### config.mk
export PLATFORM = sky130hd
export DESIGN_NAME = sbr_device_flat
export DESIGN_NICKNAME = d
export VERILOG_FILES = /design/src/shared/sbr_pkg.sv /design/src/shared/sbr_link_if.sv /design/src/logic/sbr_device.sv /design/src/flat_wrapper.sv
export SDC_FILE = /design/constraint.sdc
export NUM_CORES = 1
export LEC_CHECK = 0
export BUFFER_PORTS_ARGS = -buffer_cell sky130_fd_sc_hd__buf_2
export CAP_MARGIN = 10
export CORE_MARGIN = 4
export CORE_UTILIZATION = 48
export DETAILED_ROUTE_END_ITERATION = 12
export HOLD_SLACK_MARGIN = 0.15
export PLACE_DENSITY = 0.79
export SLEW_MARGIN = 30
export SYNTH_ARGS = -nofsm -noshare
export SYNTH_HDL_FRONTEND = slang
export SYNTH_SLANG_ARGS = --single-unit
### constraint.sdc
create_clock -name mclk_in -period 1.7 [get_ports mclk_in]
set_input_delay 0.51 -clock mclk_in [delete_from_list [all_inputs] [get_ports mclk_in]]
set_output_delay 0.51 -clock mclk_in [all_outputs]
set_load 0.05 [all_outputs]
### src/shared/sbr_pkg.sv
package sbr_pkg;
    localparam int CMD_W = 16;
    localparam int ADDR_W = 7;
    localparam int DATA_W = 8;
    localparam int POS_ACC = 7;
    localparam int POS_DLO = 8;
    localparam int NREG = 128;
    localparam logic [6:0] A_MODE_SUPPLY_CONTROL = 7'h01;
    localparam logic [6:0] A_HARDWARE_CONFIG = 7'h02;
    localparam logic [6:0] A_WATCHDOG_CONFIG = 7'h03;
    localparam logic [6:0] A_TRANSCEIVER_MODE = 7'h04;
    localparam logic [6:0] A_TRANSCEIVER_OPTION = 7'h05;
    localparam logic [6:0] A_WAKE_SOURCE_ENABLE = 7'h06;
    localparam logic [6:0] A_WAKE_INPUT_PULL_CONFIG = 7'h08;
    localparam logic [6:0] A_PERIODIC_TIMER_ONE = 7'h0C;
    localparam logic [6:0] A_PERIODIC_TIMER_TWO = 7'h0D;
    localparam logic [6:0] A_SWITCH_SHUTDOWN_CONFIG = 7'h10;
    localparam logic [6:0] A_HIGH_SIDE_SELECT_A = 7'h14;
    localparam logic [6:0] A_HIGH_SIDE_SELECT_B = 7'h15;
    localparam logic [6:0] A_GENERAL_PIN_CONFIG = 7'h17;
    localparam logic [6:0] A_PULSE_WIDTH_DUTY_ONE = 7'h18;
    localparam logic [6:0] A_PULSE_WIDTH_DUTY_TWO = 7'h19;
    localparam logic [6:0] A_SCRATCH_SYSTEM_BYTE = 7'h1E;
    localparam logic [6:0] A_SUPPLY_FLAGS_B = 7'h40;
    localparam logic [6:0] A_SUPPLY_FLAGS_A = 7'h41;
    localparam logic [6:0] A_THERMAL_FLAGS = 7'h42;
    localparam logic [6:0] A_DEVICE_FLAGS = 7'h43;
    localparam logic [6:0] A_TRANSCEIVER_FLAGS = 7'h44;
    localparam logic [6:0] A_WAKE_EVENT_FLAGS_A = 7'h46;
    localparam logic [6:0] A_WAKE_EVENT_FLAGS_B = 7'h47;
    localparam logic [6:0] A_INPUT_LEVEL_STATE = 7'h48;
    localparam logic [6:0] A_SWITCH_OVERLOAD_FLAGS = 7'h54;
    localparam logic [6:0] A_SWITCH_OPEN_LOAD_FLAGS = 7'h55;
    localparam logic [6:0] A_PART_IDENTITY = 7'h7E;
    localparam logic [7:0] RST_VALUE = 8'h00;
    // Writable-bit masks; zero bits are reserved or read-only.
    localparam logic [7:0] WM_MODE_SUPPLY = 8'hFF;
    localparam logic [7:0] WM_HW_CONFIG = 8'hFB;
    localparam logic [7:0] WM_WATCHDOG = 8'hF7;
    localparam logic [7:0] WM_TRX_MODE = 8'h03;
    localparam logic [7:0] WM_TRX_OPTION = 8'h30;
    localparam logic [7:0] WM_WAKE_EN = 8'hE4;
    localparam logic [7:0] WM_PULL = 8'h7F;
    localparam logic [7:0] WM_TIMER = 8'h77;
    localparam logic [7:0] WM_SW_SD = 8'h70;
    localparam logic [7:0] WM_HS = 8'h77;
    localparam logic [7:0] WM_ALL = 8'hFF;
    // Restart-held masks: set bits keep their value on restart.
    localparam logic [7:0] KEEP_MODE_SUPPLY = 8'h23;
    localparam logic [7:0] KEEP_HW_CONFIG = 8'hD9;
    localparam logic [7:0] MODE_HI = 8'h80;
    localparam logic [7:0] MODE_LO = 8'h40;
    localparam logic [7:0] SUPPLY2_BITS = 8'h18;
    localparam logic [1:0] MODE_NORMAL = 2'h0;
    localparam logic [1:0] MODE_SLEEP = 2'h1;
    localparam logic [1:0] MODE_STOP = 2'h2;
    localparam logic [1:0] MODE_SOFT_RESET = 2'h3;
    localparam int SOFT_RESET_PIN_POS = 6;
endpackage : sbr_pkg

### src/shared/sbr_link_if.sv
`timescale 1ns/1ns
`default_nettype none
interface sbr_link_if;
    logic cmd_valid;
    logic [15:0] cmd_word;
    logic rsp_valid;
    logic [7:0] rsp_data;
    modport device (input cmd_valid, input cmd_word, output rsp_valid, output rsp_data);
    modport ctrl (output cmd_valid, output cmd_word, input rsp_valid, input rsp_data);
endinterface : sbr_link_if
`default_nettype wire

### src/logic/sbr_device.sv
// Notes on behaviour
// Commands are sixteen bits, two bytes.
// First byte: seven-bit address plus access bit.
// Data bits 0..7 ride command bits 8..15.
// Access bit zero reads without writing.
// Access bit one writes the data byte.
// One address selects one whole byte register.
// Reset loads defined reset contents everywhere.
// Restart reloads, don't-care bits keep value.
// Read-only and reserved bits ignore writes.
// Plain read/write bits store written values.
// Hardware-modifiable bits accept writes and hardware.
// Reserved bits always read zero.
// Controller writes zero into reserved bits.
// Ordinary control bits never change by themselves.
// Controller alone changes ordinary control bits.
// Mode field: normal, sleep, stop, soft reset.
// Write returns the previously programmed value.
// Address bits 6..0, access bit 7, data 15..8.
// Status flags stick until a clearing access.
// Unmapped address: no change, reads zero.
`timescale 1ns/1ns
`default_nettype none
module sbr_device (
    input wire logic mclk_in,
    input wire logic rst_b_in,
    input wire logic clk_en_in,
    sbr_link_if.device link,
    input wire logic restart_in,
    input wire logic hw_mode_normal_in,
    input wire logic hw_supply2_off_in,
    input wire logic hw_fail_out_set_in,
    input wire logic [7:0] evt_supply_b_in,
    input wire logic [7:0] evt_supply_a_in,
    input wire logic [7:0] evt_thermal_in,
    input wire logic [7:0] evt_device_in,
    input wire logic [7:0] evt_trx_in,
    input wire logic [7:0] evt_wake_a_in,
    input wire logic [7:0] evt_wake_b_in,
    input wire logic [7:0] evt_sw_ovl_in,
    input wire logic [7:0] evt_sw_ol_in,
    input wire logic [7:0] input_level_in,
    input wire logic [7:0] part_identity_in,
    output logic [1:0] sbc_mode_out,
    output logic soft_reset_out,
    output logic soft_reset_pin_pulse_option_out,
    output logic [7:0] ctrl_bytes_out [16]
);
    localparam int NCTL = 16;
    localparam int NST = 9;
    localparam logic [6:0] CA [NCTL] = '{sbr_pkg::A_MODE_SUPPLY_CONTROL, sbr_pkg::A_HARDWARE_CONFIG,
        sbr_pkg::A_WATCHDOG_CONFIG, sbr_pkg::A_TRANSCEIVER_MODE, sbr_pkg::A_TRANSCEIVER_OPTION,
        sbr_pkg::A_WAKE_SOURCE_ENABLE, sbr_pkg::A_WAKE_INPUT_PULL_CONFIG, sbr_pkg::A_PERIODIC_TIMER_ONE,
        sbr_pkg::A_PERIODIC_TIMER_TWO, sbr_pkg::A_SWITCH_SHUTDOWN_CONFIG, sbr_pkg::A_HIGH_SIDE_SELECT_A,
        sbr_pkg::A_HIGH_SIDE_SELECT_B, sbr_pkg::A_GENERAL_PIN_CONFIG, sbr_pkg::A_PULSE_WIDTH_DUTY_ONE,
        sbr_pkg::A_PULSE_WIDTH_DUTY_TWO, sbr_pkg::A_SCRATCH_SYSTEM_BYTE};
    localparam logic [7:0] CM [NCTL] = '{sbr_pkg::WM_MODE_SUPPLY, sbr_pkg::WM_HW_CONFIG,
        sbr_pkg::WM_WATCHDOG, sbr_pkg::WM_TRX_MODE, sbr_pkg::WM_TRX_OPTION, sbr_pkg::WM_WAKE_EN,
        sbr_pkg::WM_PULL, sbr_pkg::WM_TIMER, sbr_pkg::WM_TIMER, sbr_pkg::WM_SW_SD, sbr_pkg::WM_HS,
        sbr_pkg::WM_HS, sbr_pkg::WM_ALL, sbr_pkg::WM_ALL, sbr_pkg::WM_ALL, sbr_pkg::WM_ALL};
    localparam logic [6:0] SA [NST] = '{sbr_pkg::A_SUPPLY_FLAGS_B, sbr_pkg::A_SUPPLY_FLAGS_A,
        sbr_pkg::A_THERMAL_FLAGS, sbr_pkg::A_DEVICE_FLAGS, sbr_pkg::A_TRANSCEIVER_FLAGS,
        sbr_pkg::A_WAKE_EVENT_FLAGS_A, sbr_pkg::A_WAKE_EVENT_FLAGS_B, sbr_pkg::A_SWITCH_OVERLOAD_FLAGS,
        sbr_pkg::A_SWITCH_OPEN_LOAD_FLAGS};

    logic [7:0] ctl_r [NCTL];
    logic [7:0] st_r [NST];
    logic [7:0] evt [NST];
    logic [7:0] rd_data;
    logic [6:0] addr;
    logic wr;
    logic soft_rst;

    assign addr = link.cmd_word[sbr_pkg::ADDR_W-1:0];
    assign wr = link.cmd_word[sbr_pkg::POS_ACC];
    assign evt = '{evt_supply_b_in, evt_supply_a_in, evt_thermal_in, evt_device_in, evt_trx_in,
        evt_wake_a_in, evt_wake_b_in, evt_sw_ovl_in, evt_sw_ol_in};
    // A written mode of 11 triggers a soft reset on the following cycle.
    assign soft_rst = (ctl_r[0][7:6] == sbr_pkg::MODE_SOFT_RESET);
    assign sbc_mode_out = ctl_r[0][7:6];
    assign soft_reset_out = soft_rst;
    assign soft_reset_pin_pulse_option_out = ctl_r[1][sbr_pkg::SOFT_RESET_PIN_POS];
    assign ctrl_bytes_out = ctl_r;

    // Read data is the current content, captured before any write lands.
    always_comb begin
        rd_data = 8'h00;
        for (int i = 0; i < NCTL; i++) begin
            if (addr == CA[i]) begin
                rd_data = ctl_r[i] & CM[i];
            end
        end
        for (int i = 0; i < NST; i++) begin
            if (addr == SA[i]) begin
                rd_data = st_r[i];
            end
        end
        if (addr == sbr_pkg::A_INPUT_LEVEL_STATE) begin
            rd_data = input_level_in;
        end
        if (addr == sbr_pkg::A_PART_IDENTITY) begin
            rd_data = part_identity_in;
        end
    end

    always_ff @(posedge mclk_in or negedge rst_b_in) begin
        if (!rst_b_in) begin
            for (int i = 0; i < NCTL; i++) begin
                ctl_r[i] <= sbr_pkg::RST_VALUE;
            end
        end else if (clk_en_in) begin
            if (soft_rst) begin
                for (int i = 0; i < NCTL; i++) begin
                    ctl_r[i] <= sbr_pkg::RST_VALUE;
                end
            end else if (restart_in) begin
                ctl_r[0] <= ctl_r[0] & sbr_pkg::KEEP_MODE_SUPPLY;
                ctl_r[1] <= ctl_r[1] & sbr_pkg::KEEP_HW_CONFIG;
            end else begin
                for (int i = 0; i < NCTL; i++) begin
                    if (link.cmd_valid && wr && addr == CA[i]) begin
                        ctl_r[i] <= link.cmd_word[15:8] & CM[i];
                    end
                end
                // Hardware updates on rwh bits follow any write in the same cycle.
                if (hw_mode_normal_in) begin
                    ctl_r[0][7:6] <= sbr_pkg::MODE_NORMAL;
                end
                if (hw_supply2_off_in) begin
                    ctl_r[0][4:3] <= 2'h0;
                end
                if (hw_fail_out_set_in) begin
                    ctl_r[1][5] <= 1'b1;
                end
            end
        end
    end

    // Any access to a flag register clears it; new events win over the clear.
    always_ff @(posedge mclk_in or negedge rst_b_in) begin
        if (!rst_b_in) begin
            for (int i = 0; i < NST; i++) begin
                st_r[i] <= sbr_pkg::RST_VALUE;
            end
        end else if (clk_en_in) begin
            for (int i = 0; i < NST; i++) begin
                if (link.cmd_valid && addr == SA[i]) begin
                    st_r[i] <= evt[i];
                end else begin
                    st_r[i] <= st_r[i] | evt[i];
                end
            end
        end
    end

    always_ff @(posedge mclk_in or negedge rst_b_in) begin
        if (!rst_b_in) begin
            link.rsp_valid <= 1'b0;
            link.rsp_data <= 8'h00;
        end else if (clk_en_in) begin
            link.rsp_valid <= link.cmd_valid;
            if (link.cmd_valid) begin
                link.rsp_data <= rd_data;
            end
        end
    end
endmodule : sbr_device
`default_nettype wire

### src/flat_wrapper.sv
// flat-port wrapper written by rule: the top's interface ports become plain ports
module sbr_device_flat 
  (mclk_in, rst_b_in, clk_en_in, restart_in, hw_mode_normal_in, hw_supply2_off_in, hw_fail_out_set_in, evt_supply_b_in, evt_supply_a_in, evt_thermal_in, evt_device_in, evt_trx_in, evt_wake_a_in, evt_wake_b_in, evt_sw_ovl_in, evt_sw_ol_in, input_level_in, part_identity_in, sbc_mode_out, soft_reset_out, soft_reset_pin_pulse_option_out, ctrl_bytes_out, link_cmd_valid, link_cmd_word, link_rsp_valid, link_rsp_data);
  sbr_link_if link_i ();
  input wire logic mclk_in;
  input wire logic rst_b_in;
  input wire logic clk_en_in;
  input wire logic restart_in;
  input wire logic hw_mode_normal_in;
  input wire logic hw_supply2_off_in;
  input wire logic hw_fail_out_set_in;
  input wire logic [7:0] evt_supply_b_in;
  input wire logic [7:0] evt_supply_a_in;
  input wire logic [7:0] evt_thermal_in;
  input wire logic [7:0] evt_device_in;
  input wire logic [7:0] evt_trx_in;
  input wire logic [7:0] evt_wake_a_in;
  input wire logic [7:0] evt_wake_b_in;
  input wire logic [7:0] evt_sw_ovl_in;
  input wire logic [7:0] evt_sw_ol_in;
  input wire logic [7:0] input_level_in;
  input wire logic [7:0] part_identity_in;
  output logic [1:0] sbc_mode_out;
  output logic soft_reset_out;
  output logic soft_reset_pin_pulse_option_out;
  output logic [7:0] ctrl_bytes_out[16];
  input wire logic [$bits(link_i.cmd_valid)-1:0] link_cmd_valid;
  input wire logic [$bits(link_i.cmd_word)-1:0] link_cmd_word;
  output wire logic [$bits(link_i.rsp_valid)-1:0] link_rsp_valid;
  output wire logic [$bits(link_i.rsp_data)-1:0] link_rsp_data;
  assign link_i.cmd_valid = link_cmd_valid;
  assign link_i.cmd_word = link_cmd_word;
  assign link_rsp_valid = link_i.rsp_valid;
  assign link_rsp_data = link_i.rsp_data;
  sbr_device u_core (.mclk_in(mclk_in), .rst_b_in(rst_b_in), .clk_en_in(clk_en_in), .link(link_i), .restart_in(restart_in), .hw_mode_normal_in(hw_mode_normal_in), .hw_supply2_off_in(hw_supply2_off_in), .hw_fail_out_set_in(hw_fail_out_set_in), .evt_supply_b_in(evt_supply_b_in), .evt_supply_a_in(evt_supply_a_in), .evt_thermal_in(evt_thermal_in), .evt_device_in(evt_device_in), .evt_trx_in(evt_trx_in), .evt_wake_a_in(evt_wake_a_in), .evt_wake_b_in(evt_wake_b_in), .evt_sw_ovl_in(evt_sw_ovl_in), .evt_sw_ol_in(evt_sw_ol_in), .input_level_in(input_level_in), .part_identity_in(part_identity_in), .sbc_mode_out(sbc_mode_out), .soft_reset_out(soft_reset_out), .soft_reset_pin_pulse_option_out(soft_reset_pin_pulse_option_out), .ctrl_bytes_out(ctrl_bytes_out));
endmodule
== Word level (Yosys, flattened, before mapping) ==
Cells that the tools add are included.

* Bits in latches: 0
* Word-level logic and storage cells: 197
* RAM bits: 0
* Memories: 0
* Bits in read-only memories: 0
* Output and inout port bits: 141
* Input bits: 112
* Register bits: 209

* Reduce and logical (&&, ||, !) cells: 69
* Muxes and demuxes: 58
* Shift operators: 0
* Divide/modulo/power cells: 0
* Equality and inequality tests: 29
* $mul: 0
* Add/subtract/negate cells: 0
* Bitwise logic cells: 9
* Order comparisons: 0

{| class="wikitable"
|+ Operator list
! operator !! number
|-
| 8-bit two-way mux || 52
|-
| 128-bit two-way mux || 1
|-
| 112-bit two-way mux || 1
|-
| 7-bit equality test, second input constant || 11
|-
| 8-bit OR || 9
|-
| 7-bit by 5-bit equality test with 1-bit output, second input constant || 7
|-
| 3-bit AND reduction || 16
|-
| 2-bit nonzero test || 16
|-
| 1-bit logical AND || 26
|-
| 7-bit by 3-bit equality test with 1-bit output, second input constant || 3
|-
| 7-bit by 4-bit equality test with 1-bit output, second input constant || 3
|-
| 16-bit two-way mux || 1
|-
| 7-bit by 2-bit equality test with 1-bit output, second input constant || 2
|-
| 2-bit AND reduction || 6
|-
| 4-bit nonzero test || 3
|-
| 7-bit by 1-bit equality test with 1-bit output, second input constant || 1
|-
| 3-bit nonzero test || 2
|-
| 2-bit two-way mux || 2
|-
| 2-bit equality test, second input constant || 1
|-
| 2-bit by 1-bit inequality test with 1-bit output, second input constant || 1
|-
| 1-bit two-way mux || 1
|}

== Longest topological paths before layout ==
* Word-level depth: 28
* Mapped depth: 11
* Mapped depth without buffers: 6

== Worst setup path before layout ==
No wires, ideal clock.

* Path kind: register to register
* Start point: reg u_core.ctl_r (netlist bit u_core.ctrl_bytes_out[126])
* End point: reg u_core.ctl_r (netlist bit u_core.ctrl_bytes_out[82])
* Arrival: 2.394 ns
* Required time: 1.575 ns
* Cell stages (with the launch flop): 7
* Slack: -0.819 ns
* Clock period less this slack: 2.519 ns
* Library setup time: 0.125 ns
* Cell sequence: dfrtp_1 -> nand2_1 -> clkinv_1 -> clkbuf_1 -> a21oi_1 -> nor2_1 -> mux2_2

* Longest elaborated chain between the ends: 3
* Elaborated cells between the ends (all ways): 5
* Classes of those cells: eq/ne: 2; mux: 1; reduce/logical: 2

{| class="wikitable"
|+ Ends and longest elaborated chain
! element !! line !! text
|-
| start, declared || sbr_device.sv:66 || <nowiki>logic [7:0] ctl_r [NCTL];</nowiki>
|-
| start signal, assigned by index || sbr_device.sv:109 || <nowiki>ctl_r[i] <= sbr_pkg::RST_VALUE;</nowiki>
|-
| start signal, assigned by index || sbr_device.sv:114 || <nowiki>ctl_r[i] <= sbr_pkg::RST_VALUE;</nowiki>
|-
| start signal, assigned by index || sbr_device.sv:122 || <nowiki>ctl_r[i] <= link.cmd_word[15:8] & CM[i];</nowiki>
|-
| 2-bit equality test (*) || sbr_device.sv:79 || <nowiki>assign soft_rst = (ctl_r[0][7:6] == sbr_pkg::MODE_SOFT_RESET);</nowiki>
|-
| via soft_reset_out || flat_wrapper.sv:24 || <nowiki>output logic soft_reset_out;</nowiki>
|-
| 2-bit by 1-bit inequality test with 1-bit output (no source line) or 2-bit nonzero test (tied branches) || n/a ||
|-
| 3-bit AND reduction (no source line) || n/a ||
|}

Mark *: on every way through the listed nets, which the timed path passes. The rest lies on a longest branch.
A chain may end at the register's enable or synchronous reset.

== Final worst setup path ==
* Start point: in link_cmd_word[4]
* End point: reg u_core.ctl_r (netlist bit u_core.ctrl_bytes_out[122])

* Longest elaborated chain between the ends: 4

{| class="wikitable"
|+ Ends and longest elaborated chain
! element !! line !! text
|-
| start, declared || flat_wrapper.sv:28 || <nowiki>input wire logic [$bits(link_i.cmd_word)-1:0] link_cmd_word;</nowiki>
|-
| 7-bit by 1-bit equality test with 1-bit output || sbr_device.sv:121 || <nowiki>if (link.cmd_valid && wr && addr == CA[i]) begin</nowiki>
|-
| 1-bit logical AND || sbr_device.sv:121 ||
|-
| 3-bit nonzero test (no source line) || n/a ||
|-
| 2-bit AND reduction (no source line) || n/a ||
|}

No other way between the ends.

==> impl_results.md <==
- Worst r2r src: u_core.ctrl_bytes_out[76]
- IO Pins: 253
- Total CTS buffers: 17
- Max capacitance violation total: 0
- Final setup fails: 63
- Yosys top cell area share: 0.460
- FMAX: 541 MHz
- RSZ-0062 raised after global routing: true
- Startpoint Class: input pin
- Synth Flop Type: dfrtp_1
- Synth area leaders: dfrtp_1 (46%), a22o_1 (7.9%), mux2_2 (7.1%), nand2_1 (3.2%), o21ai_0 (3.2%)
- CTS Buffer Depth: 2
- Vias in the first global route: 10,400
- Period utilization: 1.09
- CP delay by family, top: simple AND/OR/NAND/NOR gates
- Status: finished with violations
- Clock transition at the registers of the reported paths: 80 ps
- Worst hold endpoint: u_core.st_r[46]
- Clk sinks: 177
- Max transition margin: 0.538
- Cell mode on critical path: or3_4
- Pin slew with the least headroom to its limit: 692 ps
- Final #Nets: 1,534
- Gate Count Post-Synth: 947
- Crit path DAT: 2190 ps
- Req. time, crit path: 2040 ps
- Setup_tns: -4970 ps
- Dpl cells: 1,593
- EDFF count, synth: 0
- P per Cell Area: 668 mW/mm^2
- Die H: 150 microns
- Worst-Skew Late Latency: 440 ps
- Final min period: 1850 ps
- Clock Tree Root: clkbuf_16
- Antenna violations before repair: 0
- Pin count of the biggest net entering global routing: 69
- Final-layout fill cell count: 1,163
- Most used standard cell by instance count after synthesis: dfrtp_1
- Layout cells sized above 1: 0.551
- First-pass GRT wire length: 62,000 microns
- Register area share after synthesis: 0.460
- Post-Syn Area: 0.00963 sq mm
- Hold path depth: 2
- IO buf count: 220
- CP peak stage delay: 420 ps
- Drt total wl: 42,400 microns
- Die area: 0.0224 sq mm
- Drt via density: 6.26
- Initial core utilization: 0.491
- Post-synth top cells: dfrtp_1 (177), a22o_1 (87), nand2_1 (82), mux2_2 (61), o21ai_0 (61)
- Initial DRT Pass Iterations: 6
- Buf+Inv Stages, Crit Path: 2
- Post-route setup slack: -149 ps
- Synthesized flop and latch total: 177
- Critical R2R Capture: u_core.link.rsp_data[4]
- CTS tree: built
- R2R Setup Slk: -40 ps
- Global Route Usage Sum: 0.366
- Finished Layout Cells: 1,700
- Slowest CP cell: or3_4
- Crit Path Class: in2reg
- Failing checks: setup timing
- Synth warn: 0
- Synthesized area per cell: 10.2 sq um
- FF-to-FF path depth: 6
- Peak VDD IR: 0.606 mV
- Netlist cell types: 82
- Worst Skew: 12.5 ps
- Crit. End Element: flip-flop
- CP max FO: 5
- Max H-tree Level: 4
- Number of DRC markers in iteration 0: 1,311
- HP Class: in2reg
- Largest area contributor in the netlist: dfrtp_1
- Detail Route Antenna Nets: 0
- GRT overflow: 0
- Final GP Congestion: 1.05
- Row cnt: 51
- DPL Wire Length: 30,100 microns
- Static leakage: 7.35 nW
- Die span in x: 150 microns
- Antenna cells: 0
- Hold Fails Final Rpt: 0
- CP cell instances: buf_12, or3_4, or3_4, nor3_4, buf_4, o21ai_2, a32o_1
- Core ar.: 0.0196 sq mm
- Async S/R FF share, synth: 1.00
- Slew Limit Fails: 0
- Via count: 10,600
- Min-delay src: evt_device_in[6]
- DRC: 0
- WL/cell: 24.9 microns
- Layout area overhead: 60.7%
sequential cells by signal, summed over array words and instances, names as in the netlist:
register               count
u_core.ctrl_bytes_out     96
u_core.link.rsp_data       8
u_core.st_r               72
u_core.link.rsp_valid      1
power by group:
group	total, W	switching [W]	internal, W
sequential	0.00434	0.0000637	0.00428
clock	0.00396	0.00193	0.00204
combinational	0.00203	0.00124	0.000782
total	0.0103	0.00323	0.00710
routing by layer:
metal / vias up / track usage / share of wire
met5: - / 0 / 0
met4: 0 / 0.160 / 0.054
met3: 194 / 0.0824 / 0.11
met2: 833 / 0.577 / 0.46
met1: 5126 / 0.487 / 0.38
li1: 4482 / - / -
worst register-to-register path, stage by stage, from the launching register on:
cell and delay, ps:
dfrtp_1 380, or4bb_1 520, a211oi_2 280, a311oi_1 70, a21oi_1 200, a211oi_2 60, o22ai_1 140
layout by cell type, fill, tap and decap left out, types with 7 or more instances in the layout:
cell,instances
nor2_2,8
nor2b_1,7
mux2_2,18
buf_2,181
clkbuf_16,19
buf_4,240
clkbuf_4,10
and2_1,10
nor3_2,7
nand3_1,14
buf_6,50
o22ai_1,10
mux2_4,43
conb_1,32
o21ai_2,8
a21oi_2,9
nor3_4,13
nand2_4,7
dfrtp_1,173
buf_12,30
mux2i_1,10
a22o_1,86
nor2_4,18
o21ai_1,17
a21oi_1,31
o21ai_0,41
nor2_1,33
nand2_1,73
inv_1,12
o211ai_1,8
cells by family (layout without fill, tap and decap cells):
family / count (synthesis) / after routing / share of synthesized area
buf+inv: 113 / 569 / 0.0640
flops: 177 / 177 / 0.460
simple gates: 267 / 267 / 0.155
compound gates: 315 / 316 / 0.234
other cells: 1 / 32 / 0.000390
mux: 74 / 74 / 0.0862
stage by stage:
step                cell area, sq um  utilization  worst slack (ps)  hold slack (ps)  power [W]
finish                         15500        0.789              -149              290     0.0103
global route                   15500        0.789              -189              289     0.0106
CTS                            14700        0.752              -166              278     0.0102
detailed placement             12900        0.660              -879              481    0.00608
global placement               12900        0.660              -875              478    0.00607
floorplan                      10200            -              -378              214    0.00536
area by class of cell:
type | count | area [sq um] | share of cell area
multi-input combinational | 689 | 5860 | 0.379
sequential | 177 | 4430 | 0.287
timing repair buffer | 523 | 4190 | 0.271
clock buffer | 19 | 453 | 0.0293
tap | 265 | 332 | 0.0214
clock inverter | 13 | 139 | 0.00898
inverter | 14 | 57.6 | 0.00372
timing repair:
item | CTS | global route
setup endpoints to repair | 149 | 148
gates cloned | 4 | 4
hold buffers | 1 | 0
endpoints found under the hold margin | 30 | 0
resized for setup | 187 | 132
buffers inserted | 55 | 18
pin swaps | 59 | 67
worst max-delay path by stage:
| stage | depth (start not counted) | to | start |
|---|---|---|---|
| floorplan | 5 | u_core.ctrl_bytes_out[1] | link_cmd_word[4] |
| global placement | 8 | u_core.link.rsp_data[1] | link_cmd_word[0] |
| detailed placement | 8 | u_core.link.rsp_data[1] | link_cmd_word[0] |
| CTS | 7 | u_core.ctrl_bytes_out[123] | link_cmd_word[3] |
| global route | 9 | u_core.link.rsp_data[4] | link_cmd_word[0] |
| finish | 7 | u_core.ctrl_bytes_out[122] | link_cmd_word[4] |
No activity file was read; power rests on OpenSTA's default activity.
